File: config.mk
export PLATFORM = sky130hd
export DESIGN_NAME = ovt_timer
export DESIGN_NICKNAME = d
export VERILOG_FILES = /design/src/rtl/ovt_pkg.sv /design/src/rtl/ovt_pow.sv /design/src/rtl/ovt_sync.sv /design/src/rtl/ovt_timer.sv
export SDC_FILE = /design/constraint.sdc
export NUM_CORES = 1
export LEC_CHECK = 0
export BUFFER_PORTS_ARGS = -buffer_cell sky130_fd_sc_hd__buf_2
export CAP_MARGIN = 20
export CORE_UTILIZATION = 35
export DETAILED_ROUTE_END_ITERATION = 6
export HOLD_SLACK_MARGIN = 0.1
export PLACE_DENSITY = 0.62
export SLEW_MARGIN = 20
export SYNTH_ARGS = -nofsm -noshare
export SYNTH_HDL_FRONTEND = slang
export SYNTH_SLANG_ARGS = --single-unit
File: constraint.sdc
create_clock -name pclk -period 14.16 [get_ports pclk]
set_input_delay 2.832 -clock pclk [delete_from_list [all_inputs] [get_ports pclk]]
set_output_delay 2.832 -clock pclk [all_outputs]
set_load 0.05 [all_outputs]
File: src/rtl/ovt_pkg.sv
// Shared constants, register map and carrier types of the overvoltage trip timer.
// Assumes a single 20 MHz clock and a 5 ms evaluation tick derived from it.
package ovt_pkg;
    // Clock and evaluation tick.
    localparam int CLK_HZ   = 20_000_000;
    localparam int TICK_MS  = 5;
    localparam int TICK_CYC = CLK_HZ / 1000 * TICK_MS;

    // Register byte offsets.
    localparam int          ADDR_W  = 8;
    localparam logic [7:0]  A_CTRL  = 8'h00;
    localparam logic [7:0]  A_FIX   = 8'h04;
    localparam logic [7:0]  A_DIAL  = 8'h08;
    localparam logic [7:0]  A_EXPO  = 8'h0c;
    localparam logic [7:0]  A_REL   = 8'h10;
    localparam logic [7:0]  A_STAT  = 8'h14;
    localparam logic [7:0]  A_ISTAT = 8'h18;
    localparam logic [7:0]  A_IEN   = 8'h1c;
    localparam logic [7:0]  A_ICLR  = 8'h20;
    localparam logic [7:0]  A_OPCNT = 8'h24;

    // Control field positions; each field is a two-bit code.
    localparam int CTRL_TYPE_LSB = 0;
    localparam int CTRL_REL_LSB  = 4;
    localparam int CTRL_TRS_LSB  = 8;
    localparam int CTRL_CON_LSB  = 12;

    // Setting codes.
    localparam logic [1:0] CODE_NO   = 2'h1;
    localparam logic [1:0] CODE_YES  = 2'h2;
    localparam logic [1:0] DTYPE_FIX = 2'h1;
    localparam logic [1:0] DTYPE_INV = 2'h2;

    // Setting widths.
    localparam int FIX_W  = 18;
    localparam int DIAL_W = 13;
    localparam int EXPO_W = 12;
    localparam int REL_W  = 15;
    localparam int CNT_W  = 32;
    localparam int RAT_W  = 16;
    localparam int PW_W   = 24;
    localparam int EV_W   = 3;

    // Defaults in their own units.
    localparam int FIX_DEF_MS   = 40;
    localparam int REL_DEF_MS   = 60;
    localparam int DIAL_DEF_CS  = 5;
    localparam int EXPO_DEF_HUN = 100;
    localparam int CS_MS        = 10;
    localparam int DIAL_MUL     = CS_MS / TICK_MS;

    localparam logic [FIX_W-1:0]  FIX_DEF  = FIX_W'(FIX_DEF_MS / TICK_MS);
    localparam logic [REL_W-1:0]  REL_DEF  = REL_W'(REL_DEF_MS / TICK_MS);
    localparam logic [DIAL_W-1:0] DIAL_DEF = DIAL_W'(DIAL_DEF_CS);
    localparam logic [EXPO_W-1:0] EXPO_DEF = EXPO_W'(EXPO_DEF_HUN);

    // Ratio is unsigned Q8.8; pick-up drops below 97 % of the threshold.
    localparam int               RESET_PCT  = 97;
    localparam logic [RAT_W-1:0] RATIO_ONE  = 16'h0100;
    localparam logic [RAT_W-1:0] RATIO_DROP = RAT_W'(256 * RESET_PCT / 100);

    // Division by 100 of the exponent, done as a multiply by 41 / 4096.
    localparam int EXP_SCALE_MUL = 41;

    // Interrupt event bits.
    localparam int EV_START = 0;
    localparam int EV_TRIP  = 1;
    localparam int EV_BLOCK = 2;

    typedef struct packed {
        logic [1:0]        con;
        logic [1:0]        trs;
        logic [1:0]        rel;
        logic [1:0]        dtype;
        logic [FIX_W-1:0]  fix;
        logic [DIAL_W-1:0] dial;
        logic [EXPO_W-1:0] expo;
        logic [REL_W-1:0]  rdly;
    } ovt_cfg_t;

    typedef struct packed {
        logic start;
        logic trip;
        logic blocked;
    } ovt_out_t;

    typedef enum logic [1:0] {PH_IDLE, PH_RUN, PH_TRIP, PH_REL} ovt_phase_t;
endpackage

File: src/rtl/ovt_pow.sv
// Approximate excess term ratio^a - 1 for the inverse-time characteristic.
// Assumes ratio in Q8.8 and exponent in hundredths; result is Q16.8.
`timescale 1ns/1ps
module ovt_pow import ovt_pkg::*; (
    input  wire logic [RAT_W-1:0]  ratio,  // Measured over threshold.
    input  wire logic [EXPO_W-1:0] expo,   // Exponent, hundredths.
    output logic      [PW_W-1:0]   excess  // ratio^a - 1, Q16.8.
);
    logic [3:0]       msb;
    logic [RAT_W-1:0] norm;
    logic [10:0]      lg;
    logic [22:0]      prod;
    logic [28:0]      scl;
    logic [16:0]      e2;
    logic [8:0]       mant;

    // Piecewise-linear log2 and exp2 trade a few percent of accuracy for no
    // divider and no table.
    always_comb begin
        msb = 4'h0;
        for (int i = 0; i < RAT_W; i++) begin
            if (ratio[i]) begin
                msb = 4'(i);
            end
        end
        norm = ratio << (4'hf - msb);
        lg   = {3'(msb - 4'h8), norm[14:7]};
        prod = 23'(lg) * 23'(expo);
        scl  = 29'(prod) * 29'(EXP_SCALE_MUL);
        e2   = scl[28:12];
        mant = {1'b1, e2[7:0]};
        if (ratio <= RATIO_ONE) begin
            excess = '0;
        end else if (e2[16:8] >= 9'hf) begin
            excess = '1;
        end else begin
            excess = (PW_W'(mant) << e2[11:8]) - PW_W'(RATIO_ONE);
        end
    end
endmodule

File: src/rtl/ovt_sync.sv
// Three-stage input synchroniser with agreement filter.
// Assumes the inputs are asynchronous to pclk.
`timescale 1ns/1ps
module ovt_sync #(
    parameter int WIDTH = 1
) (
    input  wire logic             pclk,    // Clock.
    input  wire logic             presetn, // Async reset, low.
    input  wire logic [WIDTH-1:0] din,     // Asynchronous input.
    output logic      [WIDTH-1:0] dout     // Filtered level.
);
    logic [WIDTH-1:0] s1_r;
    logic [WIDTH-1:0] s2_r;
    logic [WIDTH-1:0] s3_r;
    logic [WIDTH-1:0] dout_nxt;

    // A bit moves only once the second and third stages agree.
    always_comb begin
        for (int i = 0; i < WIDTH; i++) begin
            dout_nxt[i] = (s2_r[i] == s3_r[i]) ? s3_r[i] : dout[i];
        end
    end

    always_ff @(posedge pclk or negedge presetn) begin
        if (!presetn) begin
            s1_r <= '0;
            s2_r <= '0;
            s3_r <= '0;
            dout <= '0;
        end else begin
            s1_r <= din;
            s2_r <= s1_r;
            s3_r <= s2_r;
            dout <= dout_nxt;
        end
    end
endmodule

File: src/rtl/ovt_timer.sv
// Overvoltage trip and release timer with an APB register file.
// Assumes ratio comes from logic on pclk and block_pin from outside.
//
// Notes on behaviour
// - instant setting trips together with start
// - fixed delay trips after continuous pick-up time
// - inverse time is dial over ratio^a minus one
// - delay type code 2 inverse, else fixed
// - fixed delay in 5 ms steps, 40 ms
// - zero fixed delay behaves as instant stage
// - time dial in 10 ms steps, 50 ms
// - exponent in hundredths, default one
// - release delay in 5 ms steps, 60 ms
// - delayed release holds start, else clears
// - counter clears after release or at drop
// - counting may continue through the release
// - no trip while pick-up is absent
// - defaults freeze counter for 60 ms release
// - block at pick-up reports blocked, no start
// - block during start acts as dropout
// - pick-up above threshold, drops below 97 %
//
// Our own choices: the APB slave port and the address map.
`timescale 1ns/1ps
module ovt_timer import ovt_pkg::*; #(
    parameter int TICK = TICK_CYC
) (
    input  wire logic              pclk,      // Clock, 20 MHz.
    input  wire logic              presetn,   // Async reset, low.
    input  wire logic              psel,      // APB select.
    input  wire logic              penable,   // APB enable.
    input  wire logic              pwrite,    // APB write.
    input  wire logic [ADDR_W-1:0] paddr,     // APB byte address.
    input  wire logic [31:0]       pwdata,    // APB write data.
    output logic      [31:0]       prdata,    // APB read data.
    output logic                   pready,    // APB ready.
    output logic                   pslverr,   // APB error.
    input  wire logic [RAT_W-1:0]  ratio,     // Measured over threshold, Q8.8.
    input  wire logic              block_pin, // Block request pin.
    output logic                   start,     // Start output.
    output logic                   trip,      // Trip output.
    output logic                   blocked,   // Blocked output.
    output logic                   irq        // Interrupt level.
);
    localparam int TCW = $clog2(TICK + 1);
    localparam logic [TCW-1:0] TICK_LAST = TCW'(TICK - 1);

    ovt_cfg_t             cfg_r;
    ovt_cfg_t             cfg_nxt;
    ovt_out_t             out_r;
    ovt_out_t             out_nxt;
    ovt_phase_t           ph_r;
    ovt_phase_t           ph_nxt;
    logic [TCW-1:0]       tcnt_r;
    logic [TCW-1:0]       tcnt_nxt;
    logic                 tick;
    logic                 pu_r;
    logic                 pu_nxt;
    logic [CNT_W-1:0]     op_r;
    logic [CNT_W-1:0]     op_nxt;
    logic [CNT_W-1:0]     op_step;
    logic [CNT_W:0]       op_sum;
    logic [CNT_W-1:0]     inc;
    logic [CNT_W-1:0]     lim_inv;
    logic [REL_W-1:0]     rel_r;
    logic [REL_W-1:0]     rel_nxt;
    logic [REL_W-1:0]     rel_cnt;
    logic                 expired;
    logic                 reach;
    logic                 active;
    logic                 blk;
    logic                 inv;
    logic [PW_W-1:0]      excess;
    logic [EV_W-1:0]      ist_r;
    logic [EV_W-1:0]      ist_nxt;
    logic [EV_W-1:0]      ien_r;
    logic [EV_W-1:0]      ien_nxt;
    logic [EV_W-1:0]      ev;
    logic [EV_W-1:0]      clr;
    logic [31:0]          rd_r;
    logic [31:0]          rd_nxt;
    logic                 bad_r;
    logic                 bad_nxt;
    logic                 wr;

    ovt_sync #(
        .WIDTH (1)
    ) u_sync (
        .pclk    (pclk),
        .presetn (presetn),
        .din     (block_pin),
        .dout    (blk)
    );

    ovt_pow u_pow (
        .ratio  (ratio),
        .expo   (cfg_r.expo),
        .excess (excess)
    );

    // Evaluation tick divider.
    always_comb begin
        tick     = (tcnt_r == '0);
        tcnt_nxt = tick ? TICK_LAST : tcnt_r - 1'b1;
    end

    always_ff @(posedge pclk or negedge presetn) begin
        if (!presetn) begin
            tcnt_r <= '0;
        end else begin
            tcnt_r <= tcnt_nxt;
        end
    end

    // Timing core, evaluated once per tick.
    always_comb begin
        inv     = (cfg_r.dtype == DTYPE_INV);
        inc     = inv ? CNT_W'(excess) : CNT_W'(1);
        // Operating time is k / (r^a - 1); integrating the excess per tick and
        // comparing with k lets the time follow a changing voltage.
        lim_inv = CNT_W'({cfg_r.dial, 8'h00}) * CNT_W'(DIAL_MUL);
        op_sum  = {1'b0, op_r} + {1'b0, inc};
        op_step = op_sum[CNT_W] ? '1 : op_sum[CNT_W-1:0];
        reach   = inv ? (op_step >= lim_inv) : (op_step >= CNT_W'(cfg_r.fix));
        pu_nxt  = pu_r;
        if (ratio > RATIO_ONE) begin
            pu_nxt = 1'b1;
        end else if (ratio < RATIO_DROP) begin
            pu_nxt = 1'b0;
        end
        active  = pu_nxt && !blk;
        rel_cnt = (ph_r == PH_REL) ? rel_r + 1'b1 : '0;
        expired = (rel_cnt >= cfg_r.rdly);
        ph_nxt  = ph_r;
        out_nxt = out_r;
        op_nxt  = op_r;
        rel_nxt = rel_r;
        if (tick) begin
            out_nxt.blocked = pu_nxt && blk;
            if (active) begin
                rel_nxt       = '0;
                out_nxt.start = 1'b1;
                if (ph_r != PH_TRIP) begin
                    op_nxt = op_step;
                    if (reach) begin
                        out_nxt.trip = 1'b1;
                        ph_nxt       = PH_TRIP;
                    end else begin
                        ph_nxt = PH_RUN;
                    end
                end
            end else begin
                case (ph_r)
                    PH_TRIP: begin
                        out_nxt.trip  = 1'b0;
                        out_nxt.start = 1'b0;
                        op_nxt        = '0;
                        ph_nxt        = PH_IDLE;
                    end
                    PH_RUN, PH_REL: begin
                        rel_nxt       = rel_cnt;
                        ph_nxt        = PH_REL;
                        out_nxt.start = (cfg_r.rel == CODE_YES) && !expired;
                        if (cfg_r.trs != CODE_YES) begin
                            op_nxt = '0;
                        end else if (cfg_r.con == CODE_YES) begin
                            op_nxt = op_step;
                        end
                        if (expired) begin
                            op_nxt = '0;
                            ph_nxt = PH_IDLE;
                        end
                    end
                    default: begin
                        out_nxt.start = 1'b0;
                        ph_nxt        = PH_IDLE;
                    end
                endcase
            end
        end
    end

    always_ff @(posedge pclk or negedge presetn) begin
        if (!presetn) begin
            ph_r  <= PH_IDLE;
            out_r <= '0;
            op_r  <= '0;
            rel_r <= '0;
            pu_r  <= 1'b0;
        end else begin
            ph_r  <= ph_nxt;
            out_r <= out_nxt;
            op_r  <= op_nxt;
            rel_r <= rel_nxt;
            pu_r  <= tick ? pu_nxt : pu_r;
        end
    end

    assign start   = out_r.start;
    assign trip    = out_r.trip;
    assign blocked = out_r.blocked;

    // Register file. Read data is captured in the setup cycle so the access
    // cycle can complete with no wait state.
    always_comb begin
        wr      = psel && penable && pwrite && !bad_r;
        cfg_nxt = cfg_r;
        ien_nxt = ien_r;
        clr     = '0;
        if (wr) begin
            case (paddr)
                A_CTRL: begin
                    cfg_nxt.dtype = pwdata[CTRL_TYPE_LSB+:2];
                    cfg_nxt.rel   = pwdata[CTRL_REL_LSB+:2];
                    cfg_nxt.trs   = pwdata[CTRL_TRS_LSB+:2];
                    cfg_nxt.con   = pwdata[CTRL_CON_LSB+:2];
                end
                A_FIX:   cfg_nxt.fix  = pwdata[FIX_W-1:0];
                A_DIAL:  cfg_nxt.dial = pwdata[DIAL_W-1:0];
                A_EXPO:  cfg_nxt.expo = pwdata[EXPO_W-1:0];
                A_REL:   cfg_nxt.rdly = pwdata[REL_W-1:0];
                A_IEN:   ien_nxt      = pwdata[EV_W-1:0];
                A_ICLR:  clr          = pwdata[EV_W-1:0];
                default: clr          = '0;
            endcase
        end
        ev[EV_START] = out_nxt.start && !out_r.start;
        ev[EV_TRIP]  = out_nxt.trip && !out_r.trip;
        ev[EV_BLOCK] = out_nxt.blocked && !out_r.blocked;
        // A new event outranks a clear in the same cycle.
        ist_nxt = (ist_r & ~clr) | ev;
        rd_nxt  = rd_r;
        bad_nxt = bad_r;
        if (psel && !penable) begin
            bad_nxt = 1'b0;
            case (paddr)
                A_CTRL: begin
                    rd_nxt = '0;
                    rd_nxt[CTRL_TYPE_LSB+:2] = cfg_r.dtype;
                    rd_nxt[CTRL_REL_LSB+:2] = cfg_r.rel;
                    rd_nxt[CTRL_TRS_LSB+:2] = cfg_r.trs;
                    rd_nxt[CTRL_CON_LSB+:2] = cfg_r.con;
                end
                A_FIX:   rd_nxt = 32'(cfg_r.fix);
                A_DIAL:  rd_nxt = 32'(cfg_r.dial);
                A_EXPO:  rd_nxt = 32'(cfg_r.expo);
                A_REL:   rd_nxt = 32'(cfg_r.rdly);
                A_STAT:  rd_nxt = {28'h0, pu_r, out_r.blocked, out_r.trip, out_r.start};
                A_ISTAT: rd_nxt = 32'(ist_r);
                A_IEN:   rd_nxt = 32'(ien_r);
                A_ICLR:  rd_nxt = '0;
                A_OPCNT: rd_nxt = op_r;
                default: begin
                    rd_nxt  = '0;
                    bad_nxt = 1'b1;
                end
            endcase
        end
    end

    always_ff @(posedge pclk or negedge presetn) begin
        if (!presetn) begin
            cfg_r <= '{con: CODE_NO, trs: CODE_YES, rel: CODE_YES, dtype: DTYPE_FIX,
                       fix: FIX_DEF, dial: DIAL_DEF, expo: EXPO_DEF, rdly: REL_DEF};
            ien_r <= '0;
            ist_r <= '0;
            rd_r  <= '0;
            bad_r <= 1'b0;
        end else begin
            cfg_r <= cfg_nxt;
            ien_r <= ien_nxt;
            ist_r <= ist_nxt;
            rd_r  <= rd_nxt;
            bad_r <= bad_nxt;
        end
    end

    assign prdata  = rd_r;
    assign pready  = 1'b1;
    assign pslverr = psel && penable && bad_r;
    assign irq     = |(ist_r & ien_r);
endmodule

Yosys cells after proc, flatten, opt, wreduce, memory -nomap -nowiden
Index checks and enable logic that the tools add are counted.
W data, S select, Z words.
- bitwise operators: 4
- multipliers: 2
- magnitude comparators: 7
- shift operators: 2
- multiplexer cells: 47
- equality and inequality tests: 20
- reductions and logical operators: 34
- $add $sub $neg: 6
- operators by type and width (operator ; count):
    $pmux W32 S9 ; 1
    $mux W32 ; 6
    $mux W24 ; 3
    $pmux W32 S2 ; 1
    $mux W15 ; 3
    $add A32 B24 Y33 ; 1
    $eq A8 B5 Y1 const B ; 4
    $ge A32 B18 Y1 ; 1
    $ge A32 B22 Y1 ; 1
    $mux W4 ; 8
    $mul A23 B6 Y29 const B ; 1
    $shl A9 B4 Y24 ; 1
    $sub A24 B9 Y24 const B ; 1
    $mul A11 B12 Y23 ; 1
    $mux W3 ; 7
    $logic_not A17 Y1 ; 1
    $mux W17 ; 1
    $sub A17 B1 Y17 const B ; 1
    $eq A8 B4 Y1 const B ; 2
    $eq A8 B6 Y1 const B ; 2
    $gt A16 B9 Y1 const B ; 1
    $le A16 B9 Y1 const B ; 1
    $lt A16 B8 Y1 const B ; 1
    $mux W2 ; 8
    other kinds (27) ; 64
- output and inout port bits: 38
- bits of input ports: 62
- bits in registers: 179

Depth between registers and ports, before layout
Gate-level depths: netlist (run 1).
- depth in word-level cells: 34
- gate-level depth with buffers: 89
- depth with buffers taken out: 81

Hierarchy
Synthesis (run 1) repeated with hierarchy kept, for this count alone.
- cell total of the unflattened synthesis: 2190
- area, all modules: 19160.9 um^2
- modules (own cells, without submodules) (module ; times used ; area each (um^2) ; cells an instance ; seq. area each (um^2)):
    ovt_timer ; 1 ; 10598.9 ; 1100 ; 4394.2
    ovt_pow ; 1 ; 8450.6 ; 1085 ; 0.0
    ovt_sync ; 1 ; 111.4 ; 5 ; 100.1

Worst setup path before layout (run 1)
No wires, ideal clock.
- path kind: input -> register
- from: in ratio[5]
- to: reg ph_r[1]
- setup slack: -5.340 ns
- path buffers: 9
- stages: 85
- required time: 14.036 ns
- library setup time: 0.124 ns
- arrival: 19.376 ns
- cells stage by stage: buf_4 -> inv_2 -> a221o_1 -> a211oi_2 -> or2_1 -> buf_4 -> clkbuf_1 -> clkbuf_1 -> a21oi_1 -> nand2_1 -> nand2_1 -> nand2_1 -> a32o_1 -> clkbuf_1 -> nand2_1 -> fa_1 -> fa_1 -> inv_1 -> [... 49 more ...] -> clkbuf_1 -> nor2_1 -> ha_1 -> nand2b_1 -> a21o_1 -> a21o_1 -> a21o_1 -> a21o_1 -> a21oi_1 -> o21ai_0 -> a21oi_1 -> or3b_2 -> a31oi_1 -> o31ai_1 -> a41o_1 -> nand4_1 -> and3_1 -> a211o_1
- longest elaborated chain between the ends: 27
- ends and longest elaborated chain (item ; RTL line ; RTL):
    from (decl) ; ovt_timer.sv:38 ; input wire logic [RAT_W-1:0] ratio,
    $mux W3 (3 in series) ; ovt_pow.sv:22 ; if (ratio[i]) begin
    $mux W4 (8 in series) ; ovt_pow.sv:22 ;
    $sub A4 B4 Y4 ; ovt_pow.sv:26 ; norm = ratio << (4'hf - msb);
    $shl A16 B4 Y15 ; ovt_pow.sv:26 ;
    $mul A11 B12 Y23 ; ovt_pow.sv:28 ; prod = 23'(lg) * 23'(expo);
    $mul A23 B6 Y29 ; ovt_pow.sv:29 ; scl = 29'(prod) * 29'(EXP_SCALE_MUL);
    $shl A9 B4 Y24 ; ovt_pow.sv:37 ; excess = (PW_W'(mant) << e2[11:8]) - PW_W'(RATIO_ONE);
    $sub A24 B9 Y24 ; ovt_pow.sv:37 ;
    [... 2 more ...] ; -- ;
    $mux W24 ; ovt_timer.sv:118 ; inc = inv ? CNT_W'(excess) : CNT_W'(1);
    $add A32 B24 Y33 ; ovt_timer.sv:122 ; op_sum = {1'b0, op_r} + {1'b0, inc};
    $mux W32 ; ovt_timer.sv:123 ; op_step = op_sum[CNT_W] ? '1 : op_sum[CNT_W-1:0];
    $ge A32 B18 Y1 or $ge A32 B22 Y1 (tied branches) ; ovt_timer.sv:124 ; reach = inv ? (op_step >= lim_inv) : (op_step >= CNT_W'(cfg_r.fix));
    $mux W1 ; ovt_timer.sv:124 ;
    $mux W2 ; ovt_timer.sv:145 ; if (reach) begin
    $mux W2 ; ovt_timer.sv:143 ; if (ph_r != PH_TRIP) begin
    $mux W2 ; ovt_timer.sv:140 ; if (active) begin
    to (signal assigned) ; ovt_timer.sv:191 ; ph_r <= ph_nxt;
    to (decl) ; ovt_timer.sv:52 ; ovt_phase_t ph_r;
Several ways; a longest one is shown, not always the timed one. The select of a mux whose other input is x is not followed.
A chain may end at the register's enable or synchronous reset.

Final worst setup path (run 1)
- from: in ratio[2]
- to: reg ph_r[1]
- longest elaborated chain between the ends: 30
- ends and longest elaborated chain (item ; RTL line):
    $mux W2 (2 in series) ; ovt_pow.sv:22
    $mux W3 (4 in series) ; ovt_pow.sv:22
    $mux W4 (8 in series) ; ovt_pow.sv:22
    $sub A4 B4 Y4 ; ovt_pow.sv:26
    $shl A16 B4 Y15 ; ovt_pow.sv:26
    $mul A11 B12 Y23 ; ovt_pow.sv:28
    $mul A23 B6 Y29 ; ovt_pow.sv:29
    $shl A9 B4 Y24 ; ovt_pow.sv:37
    [... 3 more ...] ; --
    $mux W24 ; ovt_timer.sv:118
    $add A32 B24 Y33 ; ovt_timer.sv:122
    $mux W32 ; ovt_timer.sv:123
    $ge A32 B18 Y1 or $ge A32 B22 Y1 (tied branches) ; ovt_timer.sv:124
    $mux W1 ; ovt_timer.sv:124
    $mux W2 ; ovt_timer.sv:145
    $mux W2 ; ovt_timer.sv:143
    $mux W2 ; ovt_timer.sv:140
Several ways; a longest one is shown, not always the timed one. The select of a mux whose other input is x is not followed.

==> results of run 1 <==
## worst max path at each step
| stage | startpoint | depth (start not counted) | to | slack, ns |
|---|---|---|---|---|
| after floorplan | ratio[5] | 83 | ph_r[1] | -3.65 |
| after global placement | ratio[2] | 75 | ph_r[1] | -3.99 |
| after detailed placement | ratio[2] | 75 | ph_r[1] | -4.43 |
| after CTS | ratio[2] | 78 | ph_r[1] | -3.29 |
| after global routing | ratio[2] | 76 | ph_r[1] | -3.89 |
| final | ratio[2] | 74 | ph_r[1] | -3.24 |
## stage by stage
stage	total power [mW]	cell area, sq um	util
2_1_floorplan	0.688	19500	-
3_3_place_gp	0.817	23600	0.444
3_5_place_dp	0.822	23600	0.444
4_1_cts	1.34	25200	0.475
5_1_grt	1.41	25700	0.484
6_report	1.36	25700	0.484
## layout make-up
cell class / instances / area (sq um) / share of cell area
flip-flops and latches: 179 / 4490 / 0.175
clock inverters: 15 / 218 / 0.00847
inverters: 205 / 772 / 0.0300
repair buffers: 581 / 4310 / 0.168
multi-input cells: 1689 / 14600 / 0.569
well taps: 688 / 861 / 0.0335
clock buffers: 17 / 425 / 0.0165
diodes: 1 / 2.50 / 0.0000973
## cells by family (layout without fill, tap and decap cells)
logic type | count (synthesis) | count (layout) | share of synthesized area
xor gates and xnor gates | 90 | 90 | 0.0416
muxes | 98 | 98 | 0.0561
AOI/OAI and AO/OA | 532 | 532 | 0.192
buffers and inverters | 301 | 818 | 0.0605
other | 1 | 2 | 0.000198
and+or+nand+nor | 659 | 659 | 0.169
DFF | 179 | 179 | 0.237
adders and majority gates | 309 | 309 | 0.243
## power by group
group	total, mW	switching, mW	internal, mW
logic	0.336	0.178	0.158
clock network	0.502	0.254	0.248
registers	0.518	0.00352	0.515
total	1.36	0.436	0.920
## flip-flops by register name (all words and copies together) (netlist names)
name         cells
cfg_r           66
prdata          32
trip             1
start            1
ien_r            3
u_sync.s1_r      1
u_sync.dout      1
ist_r            3
op_r            32
bad_r            1
pu_r             1
u_sync.s3_r      1
rel_r           15
ph_r             2
u_sync.s2_r      1
blocked          1
tcnt_r          17
## placed cells by master, fill, tap and decap left out, types with 12 or more instances in the layout
master,count
and3_1,12
nor2b_1,18
dfstp_2,12
a22o_1,36
nand2_2,17
dfrtp_1,167
a21oi_2,24
a31oi_1,15
mux2i_1,23
nor3_1,32
buf_6,29
inv_1,196
nand2_1,229
nand3_1,33
o21bai_1,12
and2_1,61
ha_1,189
o21ai_1,24
nor2_1,104
clkbuf_16,17
o21ai_0,94
o21a_1,14
nand2b_1,20
or3_1,16
a21oi_1,92
xnor2_1,42
fa_1,94
a221oi_1,12
xor2_1,38
ha_4,19
a21o_1,52
buf_2,82
mux2_2,62
buf_4,466
## cells in the mapped netlist, drive strengths merged, types with 19 or more instances
cell type	number	area (sq um)
or3	19	124
a22o	36	315
mux2i	35	354
a31oi	20	140
ha	210	2630
xor2	40	350
nand3	37	185
or2	21	131
xnor2	50	438
dfrtp	167	4180
nor2b	21	131
nor3	45	246
nor2	112	423
clkbuf	83	312
mux2	63	709
nand2b	23	144
fa	98	1960
and2	68	425
nand2	252	951
inv	205	769
o21ai	131	656
a21oi	121	613
a21o	53	398
## worst max-delay path, delay by kind of cell
kind            cells  cell delay, ns
buf+inv             8            0.69
simple gates       23            4.07
compound gates     29            5.00
fa+ha+maj          12            4.67
xor+xnor            1            0.18
mux                 1            0.26
## routing by layer
layer / share of wire / vias to the layer above
li1: - / 8608
met1: 0.44 / 8858
met2: 0.48 / 536
met3: 0.051 / 103
met4: 0.027 / 2
met5: 0.00014 / -
## repair_timing
item / 4_1_cts / 5_1_grt
pin swaps: 53 / 60
gates resized for setup: 145 / 73
buffers inserted: 63 / 16
endpoints found under the hold margin: 0 / 0
endpoints found under the setup margin: 36 / 36
==> key figures, run 1 <==
Worst setup path
  • Launch point of the worst reg-to-reg path: cfg_r[18]
  • CP Class: input pin to flop
  • Slowest Stage Delay on Critical Path: ~0.57 ns
  • Reg2Reg Setup Slack: 0.22 ns
  • Type of origin of the critical path: input pin
  • R2r endpoint: ph_r[1]
  • Worst Path Arrival: 17.73 ns
  • CP Capture Type: flop
  • CP max FO: 7
  • R2R cell count: 66
  • Slowest stage cell, crit path: or4_4
  • Top cell by count, worst path: fa_1
  • CP required: 14.49 ns

Hold path
  • HP Class: flop to flop
  • Hold Path End: u_sync.s2_r
  • Hold Startpoint: u_sync.s1_r
  • Hold depth: 0

Floorplanning
  • Die Y: 235 microns
  • I/O Pins: 100
  • Core ar.: 53,100 sq um
  • Initial Util: 0.357
  • Die ar.: 55,100 sq um
  • Site Rows: 84
  • Die extent in x: 235 microns

Timing
  • Period utilization: 1.23
  • Setup ws final: -3.24 ns
  • Slew margin rel.: 0.358
  • RSZ-0062 raised after global routing: true
  • Fmax: approximately 57 MHz
  • Final setup viols: 36
  • Max-slew violations: 0
  • Actual slew at the worst max-slew pin: 0.963 ns
  • Fin Hold WS: approximately 0.35 ns
  • Setup TNS: -55.32 ns
  • Clk_skew: between 0.015 and 0.02 ns
  • Final worst path period need: about 17 ns
  • Final hold vios: 0

Clocking
  • H-Tree Depth: 4
  • Root buf cell: clkbuf_16
  • CTS Buffer Depth: 2
  • # hold bufs at CTS: 0
  • Clk pin slew, worst setup/hold paths: 0.08 ns
  • CTS tree: yes
  • Clock sink count: 179
  • Total clock buffers created by CTS: 17
  • Worst-Skew Late Latency: 0.44 ns

Placed design
  • DP HPWL: 46,800 microns
  • Number of port buffers: 84
  • Placed cells: roughly 3.3k
  • Pre-CTS setup slack: -4.43 ns
  • Gpl congestion: 0.909

Layout
  • Layout cells sized above 1: 0.347
  • Nets: 3,043
  • Filler Cells Inserted: 4,877
  • Area delta synth->final: 35.7%
  • Non-filler cells, final: 3,375

Synthesis
  • Syn Area/Cell: 8.74 sq um
  • EDFF count, synth: 0
  • Distinct cell type count after synthesis: 98
  • Post-synthesis async set-or-reset flop share: 1.00
  • Top_reg_cell synth: dfrtp_1
  • Yosys warnings: 0
  • Flops & latches, synth: around 180
  • Seq/Total Area, Yosys: 0.237
  • Syn Nets: between 2k and 3k
  • Gate Count Post-Synth: 2,169
  • Mapped Area: 19,000 sq um

Pwr
  • Worst VDD drop: 0.0818 mV
  • Power Density: ~53 nW/um^2
  • Leak Pwr: 12.9 nW

GRT
  • Largest net degree at the start of global routing: 103
  • First-pass GRT wire length: ~94,000 microns
  • Grt ovf: 0
  • Met1 usage: 0.275
  • Gr usage total: 0.208
  • Met3 Use GR: 0.0256
  • Met2 Resource Use GR: 0.357
  • Initial antenna violation count: 2
  • Global route hottest layer: met2
  • Vias in the first global route: 18.3k

Route
  • Via Count: 18.1k
  • Final ANT Viol Nets: 0
  • Initial drt markers: 1,156
  • Residual DRC: 0
  • DRT Pass-1 Iters: 6
  • DR vias/cell: 5.37
  • Final wirelength: around 59,000 microns
  • Wire length per cell: 17.4 microns

Outcome
  • Failing checks: negative setup slack
  • Outcome: finished with violations

Flow run
  • Max Cap Viol: 0
Power figures use the tool's default switching activity.
==> inputs of run 2 (changes only) <==
--- a/config.mk
+++ b/config.mk
@@ -7,6 +7,7 @@
 export LEC_CHECK = 0
 export BUFFER_PORTS_ARGS = -buffer_cell sky130_fd_sc_hd__buf_2
 export CAP_MARGIN = 20
+export CORE_ASPECT_RATIO = 1.5
 export CORE_UTILIZATION = 35
 export DETAILED_ROUTE_END_ITERATION = 6
 export HOLD_SLACK_MARGIN = 0.1
==> key figures, run 2 (synthesis gave the netlist of run 1 again) <==
Floorplanning
  • Site Rows: 104 (was 84)
  • Initial Util: 0.353 (was 0.357)
  • Die extent in x: 192 microns (was 235 microns)
  • Die ar.: 55,100 sq um (about the same)
  • Die Y: 287 microns (was 235 microns)
  • Core ar.: 53,600 sq um (was 53,100 sq um)
  • I/O Pins: 100 (unchanged)

GRT
  • Vias in the first global route: 18.9k (was 18.3k)
  • Grt ovf: 0 (unchanged)
  • Gr usage total: 0.215 (was 0.208)
  • Initial antenna violation count: 0 (was 2)
  • First-pass GRT wire length: 95,000 microns (was 94,100 microns)
  • Largest net degree at the start of global routing: 105 (was 103)

Clocking
  • CTS tree: yes (unchanged)
  • Worst-Skew Late Latency: 0.45 ns (was 0.44 ns)
  • Root buf cell: clkbuf_16 (unchanged)
  • CTS Buffer Depth: 2 (unchanged)
  • Clk pin slew, worst setup/hold paths: 0.08 ns (about the same)
  • H-Tree Depth: 4 (unchanged)
  • Clock sink count: 179 (unchanged)
  • Total clock buffers created by CTS: 17 (unchanged)

Timing
  • Final worst path period need: 17.71 ns (was 17.40 ns)
  • Period utilization: 1.25 (was 1.23)
  • Max-slew violations: 0 (unchanged)
  • Clk_skew: 0.0117 ns (was 0.0161 ns)
  • Slew margin rel.: 0.347 (was 0.358)
  • Setup ws final: -3.55 ns (was -3.24 ns)
  • Final hold vios: 0 (unchanged)
  • Final setup viols: 36 (unchanged)
  • Setup TNS: -62.41 ns (was -55.32 ns)
  • Actual slew at the worst max-slew pin: 0.974 ns (was 0.963 ns)
  • Fmax: 56.5 MHz (was 57.5 MHz)
  • RSZ-0062 raised after global routing: true (unchanged)

Layout
  • Design area: 26,100 sq um (was 25,700 sq um)
  • Commonest non-fill, non-tap cell in the layout: buf_4 (unchanged)
  • Filler Cells Inserted: 5,018 (was 4,877)
  • Layout cells sized above 1: 0.356 (was 0.347)
  • Most frequent cells in the layout: buf_4 (465), nand2_1 (230), inv_1 (198) (was buf_4 (466), nand2_1 (229), inv_1 (196))
  • Nets: 3,071 (was 3,043)
  • Post-layout util: 0.486 (was 0.484)
  • Area delta synth->final: 37.5% (was 35.7%)
  • Max reg flops: 66 (unchanged)
  • Most flops, register: cfg_r (unchanged)
  • Diode count: 0 (was 1)

Route
  • Initial drt markers: 921 (was 1,156)
  • Wire length per cell: 17.7 microns (was 17.4 microns)
  • Final ANT Viol Nets: 0 (unchanged)
  • DR vias/cell: 5.41 (was 5.37)
  • Via Count: 18.4k (was 18.1k)
  • DRT Pass-1 Iters: 5 (was 6)
  • Final wirelength: 60,100 microns (was 58,700 microns)
  • Residual DRC: 0 (unchanged)

Worst setup path
  • Reg2Reg Setup Slack: 0.06 ns (was 0.22 ns)
  • Slowest stage cell, crit path: or4_4 (unchanged)
  • CP max FO: 7 (unchanged)
  • Launch point of the worst reg-to-reg path: cfg_r[16] (was cfg_r[18])
  • R2R cell count: 60 (was 66)
  • CP required: 14.49 ns (about the same)
  • Slowest Stage Delay on Critical Path: 0.58 ns (was 0.57 ns)
  • CP Class: input pin to flop (unchanged)
  • Top cell by count, worst path: a21o_1 (was fa_1)
  • R2r endpoint: ph_r[1] (unchanged)
  • Type of origin of the critical path: input pin (unchanged)
  • Worst Path Arrival: 18.04 ns (was 17.73 ns)
  • CP Capture Type: flop (unchanged)

Placed design
  • Pre-CTS setup slack: -4.15 ns (was -4.43 ns)
  • DP HPWL: 47,200 microns (was 46,800 microns)
  • Gpl congestion: 0.922 (was 0.909)
  • Post-DP Area: 23,600 sq um (about the same)
  • Number of port buffers: 84 (unchanged)

Pwr
  • Leak Pwr: 13.1 nW (was 12.9 nW)
  • Power Density: 51.2 nW/um^2 (was 52.8 nW/um^2)
  • Worst VDD drop: 0.0891 mV (was 0.0818 mV)

Hold path
  • Hold Path End: u_sync.s2_r (unchanged)
  • HP Class: flop to flop (unchanged)
  • Hold Startpoint: u_sync.s1_r (unchanged)
  • Hold depth: 0 (unchanged)

Outcome
  • Failing checks: negative setup slack (unchanged)
  • Outcome: finished with violations (unchanged)

Flow run
  • Max Cap Viol: 0 (unchanged)
[run 2: cell type report]
cell class	count	area [sq um]	area share
repair buffers	609	4700	0.181
clock buffers	17	425	0.0163
clock inverters	15	169	0.00648
multi-input cells	1689	14600	0.561
inverters	205	769	0.0295
well taps	689	862	0.0331
flip-flops and latches	179	4490	0.173
[run 2: through the flow]
step	instances	hold WS [ns]	total power [mW]
5_1_grt	3403	0.365	1.39
3_5_place_dp	3283	0.346	0.821
3_3_place_gp	3283	0.341	0.817
6_report	3403	0.358	1.33
4_1_cts	3355	0.363	1.32
2_1_floorplan	2169	0.331	0.688
[run 2: worst max path at each step]
stage	from	to	slack [ns]	depth (start not counted)
after floorplan	ratio[5]	ph_r[1]	-3.65	83
after global placement	ratio[2]	ph_r[1]	-3.90	75
after detailed placement	ratio[2]	ph_r[1]	-4.15	79
after CTS	ratio[2]	ph_r[1]	-3.32	76
after global routing	ratio[2]	ph_r[1]	-4.25	77
final	ratio[2]	ph_r[1]	-3.55	72
[run 2: report_power, final]
group	switching (mW)	internal (mW)
registers	0.00377	0.515
logic	0.181	0.161
clock network	0.238	0.236
total	0.423	0.912
[run 2: critical path: cells and delay by family]
family          cells  cell delay (ns)
buf+inv             9             0.94
mux                 2             0.36
xor+xnor            2             0.35
fa+ha+maj          12             4.49
compound gates     29             5.17
simple gates       18             3.90
[run 2: per-layer routing]
layer | wire, microns | GRT usage
met3 | 1910 | 0.0166
met1 | 22700 | 0.240
met4 | 3150 | 0.0976
met2 | 32300 | 0.407
met5 | 0 | 0
[run 2: repair_timing]
item / 4_1_cts / 5_1_grt
setup endpoints to repair: 36 / 36
buffers inserted: 41 / 50
pin swaps: 57 / 101
hold buffers: 0 / 0
cloned: 0 / 0
resized for setup: 151 / 102
